**src/csic_pkg.sv**
```systemverilog
// Constants for the clamp, sync-on-green and input/power control bank.
// Assumes an APB3 slave with 32-bit data; registers sit in the low byte.
package csic_pkg;

	// ----------------------------------------------------------------
	// Register indices (byte address is four times the index)
	// ----------------------------------------------------------------
	localparam logic [7:0] IDX_CLAMP_TARGET  = 8'h18;
	localparam logic [7:0] IDX_START_DELAY   = 8'h19;
	localparam logic [7:0] IDX_PULSE_LENGTH  = 8'h1a;
	localparam logic [7:0] IDX_POL_OFFSET    = 8'h1b;
	localparam logic [7:0] IDX_FACTORY_TEST  = 8'h1c;
	localparam logic [7:0] IDX_GREEN_SYNC    = 8'h1d;
	localparam logic [7:0] IDX_INPUT_POWER   = 8'h1e;
	localparam logic [7:0] IDX_STATUS        = 8'h1f;

	// ----------------------------------------------------------------
	// Reset values
	// ----------------------------------------------------------------
	localparam logic [7:0] RST_CLAMP_TARGET  = 8'h00;
	localparam logic [7:0] RST_START_DELAY   = 8'h08;
	localparam logic [7:0] RST_PULSE_LENGTH  = 8'h20;
	localparam logic [7:0] RST_POL_OFFSET    = 8'h5b;
	localparam logic [7:0] RST_FACTORY_TEST  = 8'hff;
	localparam logic [7:0] RST_GREEN_SYNC    = 8'h78;
	localparam logic [7:0] RST_INPUT_POWER   = 8'h30;

	// ----------------------------------------------------------------
	// Field positions
	// ----------------------------------------------------------------
	localparam int CT_RED          = 3;
	localparam int CT_GREEN        = 2;
	localparam int CT_BLUE         = 1;
	localparam int CT_SRC_EXT      = 4;
	localparam int PO_POL_OVR      = 7;
	localparam int PO_POL          = 6;
	localparam int PO_AUTO_EN      = 5;
	localparam int PO_RATE_HI      = 4;
	localparam int PO_RATE_LO      = 3;
	localparam int GS_THR_HI       = 7;
	localparam int GS_THR_LO       = 3;
	localparam int GS_POL          = 2;
	localparam int GS_SEL_HI       = 1;
	localparam int GS_SEL_LO       = 0;
	localparam int IP_CH_OVR       = 7;
	localparam int IP_CH_SEL       = 6;
	localparam int IP_BW_HIGH      = 5;
	localparam int IP_PD_AUTO      = 4;
	localparam int IP_PD           = 3;

	// ----------------------------------------------------------------
	// Auto-offset update rates
	// ----------------------------------------------------------------
	localparam logic [1:0] RATE_3_CLAMPS    = 2'h0;
	localparam logic [1:0] RATE_48_CLAMPS   = 2'h1;
	localparam logic [1:0] RATE_192_CLAMPS  = 2'h2;
	localparam logic [1:0] RATE_3_VSYNC     = 2'h3;
	localparam logic [7:0] CNT_3            = 8'h03;
	localparam logic [7:0] CNT_48           = 8'h30;
	localparam logic [7:0] CNT_192          = 8'hc0;

	// Green-sync output sources
	localparam logic [1:0] GSRC_RAW_GREEN   = 2'h0;
	localparam logic [1:0] GSRC_RAW_LINE    = 2'h1;
	localparam logic [1:0] GSRC_REGEN_LINE  = 2'h2;
	localparam logic [1:0] GSRC_FILT_LINE   = 2'h3;

	typedef enum logic [1:0] {
		CSIC_IDLE,
		CSIC_PLACE,
		CSIC_ACTIVE
	} csic_clamp_state_t;

endpackage

```
**src/csic_top.sv**
```systemverilog
// Clamp timing, auto-offset pacing, green-sync routing and input/power control.
// Assumes APB3 master on clock; all sync inputs are synchronous to clock,
// which is the pixel clock of the channel.

module csic_top (
	input  wire logic        clock,
	input  wire logic        rst,
	input  wire logic        psel,
	input  wire logic        penable,
	input  wire logic        pwrite,
	input  wire logic [11:0] paddr,
	input  wire logic [31:0] pwdata,
	output logic             pready,
	output logic [31:0]      prdata,
	output logic             pslverr,
	input  wire logic        line_sync_inputs,
	input  wire logic        green_sync_inputs,
	input  wire logic        regen_line_sync,
	input  wire logic        filt_line_sync,
	input  wire logic        vsync_in,
	input  wire logic        ext_clamp_in,
	input  wire logic        auto_clamp_pol,
	input  wire logic        auto_chan_sel,
	input  wire logic        sync_on_ch0,
	input  wire logic        sync_on_ch1,
	input  wire logic        activity_lost,
	input  wire logic        pd_pin_active,
	output logic             clamp_out,
	output logic [2:0]       clamp_midscale,
	output logic             auto_offset_en,
	output logic             auto_offset_update,
	output logic [4:0]       slicer_threshold,
	output logic             green_sync_output,
	output logic             chan_sel,
	output logic             bw_high,
	output logic             power_down
);

	// ----------------------------------------------------------------
	// Register file
	// ----------------------------------------------------------------
	logic [7:0] clamp_target_select_reg;
	logic [7:0] clamp_start_delay_reg;
	logic [7:0] clamp_pulse_length_reg;
	logic [7:0] clamp_polarity_and_auto_offset_reg;
	logic [7:0] factory_test_zero_reg;
	logic [7:0] green_sync_control_reg;
	logic [7:0] input_and_power_control_reg;

	logic       acc;
	logic       wr;
	logic [9:0] idx;
	logic       mapped;
	logic [7:0] rd_next;

	assign acc     = psel && penable;
	assign wr      = acc && pwrite;
	assign idx     = paddr[11:2];
	assign pready  = 1'b1;
	assign pslverr = acc && !mapped;

	always_comb begin
		mapped  = 1'b1;
		rd_next = 8'h00;
		case (idx[7:0])
			csic_pkg::IDX_CLAMP_TARGET: rd_next = clamp_target_select_reg;
			csic_pkg::IDX_START_DELAY:  rd_next = clamp_start_delay_reg;
			csic_pkg::IDX_PULSE_LENGTH: rd_next = clamp_pulse_length_reg;
			csic_pkg::IDX_POL_OFFSET:   rd_next = clamp_polarity_and_auto_offset_reg;
			csic_pkg::IDX_FACTORY_TEST: rd_next = factory_test_zero_reg;
			csic_pkg::IDX_GREEN_SYNC:   rd_next = green_sync_control_reg;
			csic_pkg::IDX_INPUT_POWER:  rd_next = input_and_power_control_reg;
			csic_pkg::IDX_STATUS:       rd_next = {5'h00, power_down, chan_sel, clamp_out};
			default:                    mapped  = 1'b0;
		endcase
		if (idx[9:8] != 2'h0 || paddr[1:0] != 2'h0) begin
			mapped  = 1'b0;
			rd_next = 8'h00;
		end
	end

	// Zero-wait slave: read data is combinational on the access cycle
	assign prdata = (acc && !pwrite) ? {24'h0000_00, rd_next} : 32'h0000_0000;

	// ----------------------------------------------------------------
	// Write strobes, one per register
	// ----------------------------------------------------------------
	// Strobes are gated by the decode, so unmapped or misaligned
	// writes never touch a register.
	logic we_target;
	logic we_delay;
	logic we_length;
	logic we_pol;
	logic we_test;
	logic we_green;
	logic we_input;

	assign we_target = wr && mapped && (idx[7:0] == csic_pkg::IDX_CLAMP_TARGET);
	assign we_delay  = wr && mapped && (idx[7:0] == csic_pkg::IDX_START_DELAY);
	assign we_length = wr && mapped && (idx[7:0] == csic_pkg::IDX_PULSE_LENGTH);
	assign we_pol    = wr && mapped && (idx[7:0] == csic_pkg::IDX_POL_OFFSET);
	assign we_test   = wr && mapped && (idx[7:0] == csic_pkg::IDX_FACTORY_TEST);
	assign we_green  = wr && mapped && (idx[7:0] == csic_pkg::IDX_GREEN_SYNC);
	assign we_input  = wr && mapped && (idx[7:0] == csic_pkg::IDX_INPUT_POWER);

	always_ff @(posedge clock) begin
		if (rst)
			clamp_target_select_reg <= csic_pkg::RST_CLAMP_TARGET;
		else if (we_target)
			clamp_target_select_reg <= pwdata[7:0];
	end

	always_ff @(posedge clock) begin
		if (rst)
			clamp_start_delay_reg <= csic_pkg::RST_START_DELAY;
		else if (we_delay)
			clamp_start_delay_reg <= pwdata[7:0];
	end

	always_ff @(posedge clock) begin
		if (rst)
			clamp_pulse_length_reg <= csic_pkg::RST_PULSE_LENGTH;
		else if (we_length)
			clamp_pulse_length_reg <= pwdata[7:0];
	end

	// Reserved low bits are stored as written; keeping them at the
	// required pattern is up to software.
	always_ff @(posedge clock) begin
		if (rst)
			clamp_polarity_and_auto_offset_reg <= csic_pkg::RST_POL_OFFSET;
		else if (we_pol)
			clamp_polarity_and_auto_offset_reg <= pwdata[7:0];
	end

	always_ff @(posedge clock) begin
		if (rst)
			factory_test_zero_reg <= csic_pkg::RST_FACTORY_TEST;
		else if (we_test)
			factory_test_zero_reg <= pwdata[7:0];
	end

	always_ff @(posedge clock) begin
		if (rst)
			green_sync_control_reg <= csic_pkg::RST_GREEN_SYNC;
		else if (we_green)
			green_sync_control_reg <= pwdata[7:0];
	end

	always_ff @(posedge clock) begin
		if (rst)
			input_and_power_control_reg <= csic_pkg::RST_INPUT_POWER;
		else if (we_input)
			input_and_power_control_reg <= pwdata[7:0];
	end

	// ----------------------------------------------------------------
	// Internal clamp timing
	// ----------------------------------------------------------------
	logic                        line_sync_d_reg;
	logic                        line_trail;
	logic                        clamp_pol_pos;
	logic                        internal_clamp;
	logic [7:0]                  clamp_cnt_reg;
	csic_pkg::csic_clamp_state_t clamp_state_reg;

	// Polarity is applied before edge detection so the trailing edge is
	// always the end of the active sync level.
	always_comb begin
		if (clamp_polarity_and_auto_offset_reg[csic_pkg::PO_POL_OVR])
			clamp_pol_pos = clamp_polarity_and_auto_offset_reg[csic_pkg::PO_POL];
		else
			clamp_pol_pos = auto_clamp_pol;
	end

	always_ff @(posedge clock) begin
		if (rst)
			line_sync_d_reg <= 1'b0;
		else
			line_sync_d_reg <= line_sync_inputs;
	end

	always_comb begin
		if (clamp_pol_pos)
			line_trail = line_sync_d_reg && !line_sync_inputs;
		else
			line_trail = !line_sync_d_reg && line_sync_inputs;
	end

	// A zero placement starts the pulse on the clock after the edge; a zero
	// duration yields no pulse at all.
	always_ff @(posedge clock) begin
		if (rst) begin
			clamp_state_reg <= csic_pkg::CSIC_IDLE;
			clamp_cnt_reg   <= 8'h00;
		end else if (line_trail) begin
			clamp_cnt_reg <= clamp_start_delay_reg;
			if (clamp_start_delay_reg != 8'h00)
				clamp_state_reg <= csic_pkg::CSIC_PLACE;
			else if (clamp_pulse_length_reg != 8'h00) begin
				clamp_state_reg <= csic_pkg::CSIC_ACTIVE;
				clamp_cnt_reg   <= clamp_pulse_length_reg;
			end else
				clamp_state_reg <= csic_pkg::CSIC_IDLE;
		end else begin
			case (clamp_state_reg)
				csic_pkg::CSIC_IDLE: ;
				csic_pkg::CSIC_PLACE: begin
					if (clamp_cnt_reg == 8'h01) begin
						clamp_cnt_reg <= clamp_pulse_length_reg;
						clamp_state_reg <= (clamp_pulse_length_reg != 8'h00) ?
							csic_pkg::CSIC_ACTIVE : csic_pkg::CSIC_IDLE;
					end else
						clamp_cnt_reg <= clamp_cnt_reg - 8'h01;
				end
				csic_pkg::CSIC_ACTIVE: begin
					if (clamp_cnt_reg == 8'h01)
						clamp_state_reg <= csic_pkg::CSIC_IDLE;
					clamp_cnt_reg <= clamp_cnt_reg - 8'h01;
				end
				default: clamp_state_reg <= csic_pkg::CSIC_IDLE;
			endcase
		end
	end

	assign internal_clamp = (clamp_state_reg == csic_pkg::CSIC_ACTIVE);

	// External clamp is taken active-high as presented at the pin
	always_ff @(posedge clock) begin
		if (rst)
			clamp_out <= 1'b0;
		else if (clamp_target_select_reg[csic_pkg::CT_SRC_EXT])
			clamp_out <= ext_clamp_in;
		else
			clamp_out <= internal_clamp;
	end

	assign clamp_midscale = {clamp_target_select_reg[csic_pkg::CT_RED],
	                         clamp_target_select_reg[csic_pkg::CT_GREEN],
	                         clamp_target_select_reg[csic_pkg::CT_BLUE]};

	// ----------------------------------------------------------------
	// Auto-offset pacing
	// ----------------------------------------------------------------
	logic       clamp_d_reg;
	logic       clamp_end;
	logic       vsync_d_reg;
	logic       vsync_rise;
	logic [7:0] pace_cnt_reg;
	logic [1:0] rate;
	logic [7:0] pace_target;
	logic       pace_event;

	assign rate = clamp_polarity_and_auto_offset_reg[csic_pkg::PO_RATE_HI:csic_pkg::PO_RATE_LO];
	assign auto_offset_en = clamp_polarity_and_auto_offset_reg[csic_pkg::PO_AUTO_EN];

	always_ff @(posedge clock) begin
		if (rst) begin
			clamp_d_reg <= 1'b0;
			vsync_d_reg <= 1'b0;
		end else begin
			clamp_d_reg <= clamp_out;
			vsync_d_reg <= vsync_in;
		end
	end

	assign clamp_end  = clamp_d_reg && !clamp_out;
	assign vsync_rise = vsync_in && !vsync_d_reg;

	always_comb begin
		case (rate)
			csic_pkg::RATE_3_CLAMPS:   pace_target = csic_pkg::CNT_3;
			csic_pkg::RATE_48_CLAMPS:  pace_target = csic_pkg::CNT_48;
			csic_pkg::RATE_192_CLAMPS: pace_target = csic_pkg::CNT_192;
			default:                   pace_target = csic_pkg::CNT_3;
		endcase
	end

	assign pace_event = (rate == csic_pkg::RATE_3_VSYNC) ? vsync_rise : clamp_end;

	always_ff @(posedge clock) begin
		if (rst || !auto_offset_en) begin
			pace_cnt_reg       <= 8'h00;
			auto_offset_update <= 1'b0;
		end else begin
			auto_offset_update <= 1'b0;
			if (pace_event) begin
				if (pace_cnt_reg + 8'h01 >= pace_target) begin
					pace_cnt_reg       <= 8'h00;
					auto_offset_update <= 1'b1;
				end else
					pace_cnt_reg <= pace_cnt_reg + 8'h01;
			end
		end
	end

	// ----------------------------------------------------------------
	// Green-sync output
	// ----------------------------------------------------------------
	logic gs_raw;

	assign slicer_threshold = green_sync_control_reg[csic_pkg::GS_THR_HI:csic_pkg::GS_THR_LO];

	always_comb begin
		case (green_sync_control_reg[csic_pkg::GS_SEL_HI:csic_pkg::GS_SEL_LO])
			csic_pkg::GSRC_RAW_GREEN:  gs_raw = green_sync_inputs;
			csic_pkg::GSRC_RAW_LINE:   gs_raw = line_sync_inputs;
			csic_pkg::GSRC_REGEN_LINE: gs_raw = regen_line_sync;
			csic_pkg::GSRC_FILT_LINE:  gs_raw = filt_line_sync;
			default:                   gs_raw = green_sync_inputs;
		endcase
	end

	// Sources are taken active-high; negative polarity inverts the pin
	always_ff @(posedge clock) begin
		if (rst)
			green_sync_output <= 1'b1;
		else if (green_sync_control_reg[csic_pkg::GS_POL])
			green_sync_output <= gs_raw;
		else
			green_sync_output <= !gs_raw;
	end

	// ----------------------------------------------------------------
	// Input channel, bandwidth and power
	// ----------------------------------------------------------------
	logic ch_prog;

	assign ch_prog = input_and_power_control_reg[csic_pkg::IP_CH_SEL];
	assign bw_high = input_and_power_control_reg[csic_pkg::IP_BW_HIGH];

	always_ff @(posedge clock) begin
		if (rst)
			chan_sel <= 1'b0;
		else if (input_and_power_control_reg[csic_pkg::IP_CH_OVR])
			chan_sel <= ch_prog;
		else if (sync_on_ch0 && sync_on_ch1)
			chan_sel <= ch_prog;
		else
			chan_sel <= auto_chan_sel;
	end

	// Power-down bit forces it on; otherwise auto mode powers down on loss of activity and manual mode follows the pin
	always_ff @(posedge clock) begin
		if (rst)
			power_down <= 1'b0;
		else if (input_and_power_control_reg[csic_pkg::IP_PD])
			power_down <= 1'b1;
		else if (input_and_power_control_reg[csic_pkg::IP_PD_AUTO])
			power_down <= activity_lost;
		else
			power_down <= pd_pin_active;
	end

endmodule

```
**config.mk**
```make
export PLATFORM = sky130hd
export DESIGN_NAME = csic_top
export DESIGN_NICKNAME = d
export VERILOG_FILES = /design/src/csic_pkg.sv /design/src/csic_top.sv
export SDC_FILE = /design/constraint.sdc
export NUM_CORES = 1
export LEC_CHECK = 0
export BUFFER_PORTS_ARGS = -buffer_cell sky130_fd_sc_hd__buf_2
export CAP_MARGIN = 30
export CELL_PAD_IN_SITES_DETAIL_PLACEMENT = 0
export CELL_PAD_IN_SITES_GLOBAL_PLACEMENT = 1
export CORE_MARGIN = 3
export CORE_UTILIZATION = 40
export CTS_CLUSTER_SIZE = 20
export DETAILED_ROUTE_END_ITERATION = 8
export PLACE_DENSITY_LB_ADDON = 0.1
export SETUP_SLACK_MARGIN = 0.02
export SLEW_MARGIN = 10
export SYNTH_ARGS = -nofsm -noshare
export SYNTH_HDL_FRONTEND = slang
export SYNTH_SLANG_ARGS = --single-unit
```
**constraint.sdc**
```tcl
create_clock -name clock -period 2.9 [get_ports clock]
set_input_delay 0.145 -clock clock [delete_from_list [all_inputs] [get_ports clock]]
set_output_delay 0.145 -clock clock [all_outputs]
set_load 0.01 [all_outputs]
```
# --- Word level (Yosys, flattened, before mapping) ---
# Index checks and enable logic that the tools add are counted.
totals:
  ff_bits: 82
  input_bits: 61
op_classes:
  n_addsub: 2
  n_lt_le_gt_ge: 1
  n_eq_ne: 20
  mux: 29
  bitwise: 1
  reduce_logical: 37
ops:
  columns: ["operator", "n"]
  rows:
  - ["equality test 8 x 5 -> 1 bit (second input constant)", 8]
  - ["case mux 8 bit (8 select lines)", 1]
  - ["2-to-1 mux 8 bit", 7]
  - ["case mux 8 bit (2 select lines)", 2]
  - ["logical AND 1 bit", 17]
  - ["nonzero test 8 bit", 2]
  - ["2-to-1 mux 1 bit", 12]
  - ["equality test 2 bit (second input constant)", 5]
  - ["2-to-1 mux 2 bit", 5]
  - ["adder 8 x 1 -> 8 bit (second input constant)", 1]
  - ["equality test 8 x 1 -> 1 bit (second input constant)", 1]
  - ["greater-or-equal comparator 8 bit", 1]
  - ["logical NOT 1 bit", 8]
  - ["OR reduction 8 bit", 1]
  - ["subtractor 8 x 1 -> 8 bit (second input constant)", 1]
  - ["equality test 2 x 1 -> 1 bit (second input constant)", 3]
  - ["case mux 2 bit (3 select lines)", 1]
  - ["logical NOT 2 bit", 2]
  - ["case mux 1 bit (4 select lines)", 1]
  - ["nonzero test 2 bit", 2]
  - ["!= test 3 x 2 -> 1 bit (second input constant)", 1]
  - ["!= test 3 bit (second input constant)", 1]
  - ["AND reduction 3 bit", 1]
  - ["nonzero test 3 bit", 1]
  - ["4 further kinds", 5]

# --- Longest topological paths before layout ---
logic_depth:
  ltp_word: 6
  mapped_depth: 11

# --- Worst setup path before layout ---
# OpenSTA, ideal clock, no wires.
synth_path:
  path_type: "reg-to-reg"
  start: "register pace_cnt_reg[4]"
  end: "register pace_cnt_reg[1]"
  setup_time_ps: 88
  arrival_time_ps: 2469
  required_time_ps: 2812
  slack_ps: 343
  path_stages_with_launch: 11
  path_buffers: 0
  cell_sequence: "dfxtp_1 and3_1 nand3_1 nor2_1 xnor2_1 inv_1 ha_1 and3_1 a221oi_1 nand2_1 o31ai_1"
synth_between:
  elab_chain_cells: 3
synth_lines:
  columns: ["item", "line_no", "rtl"]
  rows:
  - ["start: declaration", "csic_top.sv:249", "logic [7:0] pace_cnt_reg;"]
  - ["start signal: assignment", "csic_top.sv:292", "pace_cnt_reg <= pace_cnt_reg + 8'h01;"]
  - ["adder 8 x 1 -> 8 bit", "csic_top.sv:288", "if (pace_cnt_reg + 8'h01 >= pace_target) begin"]
  - ["greater-or-equal comparator 8 bit", "csic_top.sv:288", null]
  - ["2-to-1 mux 8 bit", "csic_top.sv:288", null]
# Every way passes these cells.
# A chain may end at the register's enable or synchronous reset.

# --- Final worst setup path ---
layout_path:
  start: "register pace_cnt_reg[4]"
  end: "register pace_cnt_reg[3]"
# The elaborated chain is that of the path after synthesis.

==> reports/metrics.cfg <==
[outcome]
status = finished, final reports clean

[floorplanning]
die_w_um = 114.4
io_pins = 110
dieArea_um2 = 13080
start_util_pct = 42.04
design.core.area_um2 = 11170
die_y_um = 114.4
fp-row-count = 38

[grt]
grt_max_degree = 48
grt_usage_pct = 19.81
grt_overflow = 0
antenna_found_initial = 0
grt_pass1_vias = 3774
grt_first_pass_wirelength_um = 20150

[hold_path]
hold_class = input pin to flop

[clock_network]
clk_path_buf_depth = 2
cts_resized = 0
holdBufCountCts = 0
cts_buffers = 9
cts_sinks = 82
h-tree-depth = 3
post_cts_buffers = 0
clk_pin_slew_ps = 60
cts_root_buf = clkbuf_16
cts_tree = yes
clk_latency_ps = 350

[sta]
fmax_mhz = 390.7
setup_tns_ps = 0
slew_headroom_pct = 46.85
finalCriticalPeriod_ps = 2560
slew_viol_final = 0
finClkSkew_ps = 5.755
finalHoldViolCount = 0
setup_viol = 0
tightest_slew_ps = 797.2
rsz0062_at_grt = no
period_share_pct = 88.26

[drt]
dr.pass1.iters = 4
vias = 3838
route.detailed.drc = 0
wl_per_cell_um = 17.12
viasPerCell = 5.345
drt-total-wl_um = 12300
drt_iter0_markers = 168
drtAntennaViolNets = 0

[critical_path]
end_kind = flop
critical_path_required_ps = 3160
cpMaxStageDelayCell = dfxtp_1
critPathMaxStageDelay_ps = 420
path_common_cell = and3_1
r2r_slack_ps = 340
path_cells = and3_1, nand3_1, nor2_1, xnor2_1, inv_1, ha_1, and3_1, a221oi_1, nand2_1, o31ai_1
path_max_fanout = 6
start_kind = flop
cp.arrival_ps = 2810
critical_path_class = flop to flop

[power]
power_density_nw_per_um2 = 491.3
total_power_uw = 2609
vdd_drop_max_v = 0.0003648
leakage_uw = 0.002059

[place]
dp_hpwl_um = 8798
gp_congestion = 0.8104
numPortBuffers = 60

[yosys]
avgSynthCellArea_um2 = 8.998
async_flop_share_pct = 0
yosys_register_bits = 82
synth_edf_count = 0
synth_area_um2 = 4697
yosys.cell_types.count = 53
synthFlopType = dfxtp_1
synthCells = 522
synth-seq-area-share_pct = 34.95
yosysWarnings = 0

[layout]
drive_gt1_share_pct = 18.34
area_growth_pct = 13.05
nNetsFinal = 646
finalCoreUtilization_pct = 47.53
antenna_cells = 0

[run]
maxCapViolations = 0

[worst paths after layout]
kind / startpoint / end / cells after the start
hold / removal: vsync_in / vsync_d_reg / 2
setup reg to reg: pace_cnt_reg[4] / pace_cnt_reg[3] / 10
setup / recovery: pace_cnt_reg[4] / pace_cnt_reg[3] / 10
hold reg to reg: pace_cnt_reg[7] / pace_cnt_reg[7] / 2
[Yosys cell counts (7+ instances only)]
cell type   n  share of area, %
mux2i_1    55                12
a211o_1    21               3.9
buf_4      34               5.4
xnor2_1     7               1.3
clkbuf_1   17               1.4
dfxtp_1    82                35
nor2b_1    30               4.0
nor3b_1     8               1.3
mux4_2      8               3.8
nor2_1     57               4.6
a21oi_1    16               1.7
nand3_1    17               1.8
inv_1      13               1.0
o21ai_0    19               2.0
nor3_1     11               1.2
nand2_1    29               2.3
nand2b_1   10               1.3
ha_1       12               3.2
[cells by family after synthesis]
kind of cell | after synthesis | synth area share [%]
buffers and inverters | 70 | 8.524
other | 2 | 0.1599
and+or+nand+nor | 192 | 22.16
adders and majority gates | 12 | 3.197
DFF | 82 | 34.95
AOI/OAI and AO/OA | 90 | 13.35
xor gates and xnor gates | 10 | 1.865
muxes | 64 | 15.80
[metal layers]
layer | up-vias | track usage, % | routed length, µm
li1 | 1918 | - | -
met1 | 1828 | 26.87 | 5840
met2 | 81 | 31.62 | 5707
met3 | 11 | 4.387 | 573
met4 | 0 | 5.938 | 173
met5 | - | 0 | 0
[worst max-delay path, delay by kind of cell, from the launching register on]
kind / cells / cell delay [ps]
simple gates: 5 / 950
compound gates: 2 / 580
xor+xnor: 1 / 150
buf+inv: 1 / 70
flops: 1 / 420
fa+ha+maj: 1 / 310
[per-stage QoR]
stage          hold WS, ps  instances  setup slack (ps)  cell area, µm²
2_1_floorplan        262.8        545             343.3            4783
3_3_place_gp         371.1        702             390.4            5012
3_5_place_dp         382.9        702             336.0            5012
4_1_cts              21.25        718             326.7            5310
5_1_grt              42.18        718             36.60            5310
6_report             36.32        718             340.4            5310
[layout make-up]
class,instances,area (µm²)
Clock buffer,12,246.5
Clock inverter,4,51.30
Fill cell,1107,5863
Inverter,13,48.80
Multi-Input combinational cell,393,2741
Sequential cell,82,1642
Tap cell,140,175.2
Timing Repair Buffer,74,405.4
[cells in the final DEF (no fill, tap or decap), drive strengths merged, types with 5 or more instances in the layout]
cell | Yosys | routed
a31oi | 5 | 5
a211o | 21 | 21
o211ai | 5 | 5
a211oi | 5 | 5
inv | 13 | 13
nor2 | 57 | 57
nand2 | 29 | 29
nor3b | 8 | 8
nand4 | 5 | 5
a21oi | 16 | 16
nand3 | 17 | 17
nor3 | 14 | 14
clkbuf | 17 | 12
buf | 40 | 74
o21ai | 19 | 19
mux2i | 55 | 55
xnor2 | 7 | 7
mux4 | 8 | 8
ha | 12 | 12
conb | 2 | 25
dfxtp | 82 | 82
nor2b | 30 | 30
nand2b | 10 | 10
nor4 | 6 | 6
[where the power goes]
part	leakage, µW	internal (µW)	total [µW]	switching [µW]
clock	0.000143	692	1160	473
combinational	0.00125	114	280	166
sequential	0.000664	1140	1160	20.1
total	0.00206	1950	2610	659
(Power assumes the default switching activity.)
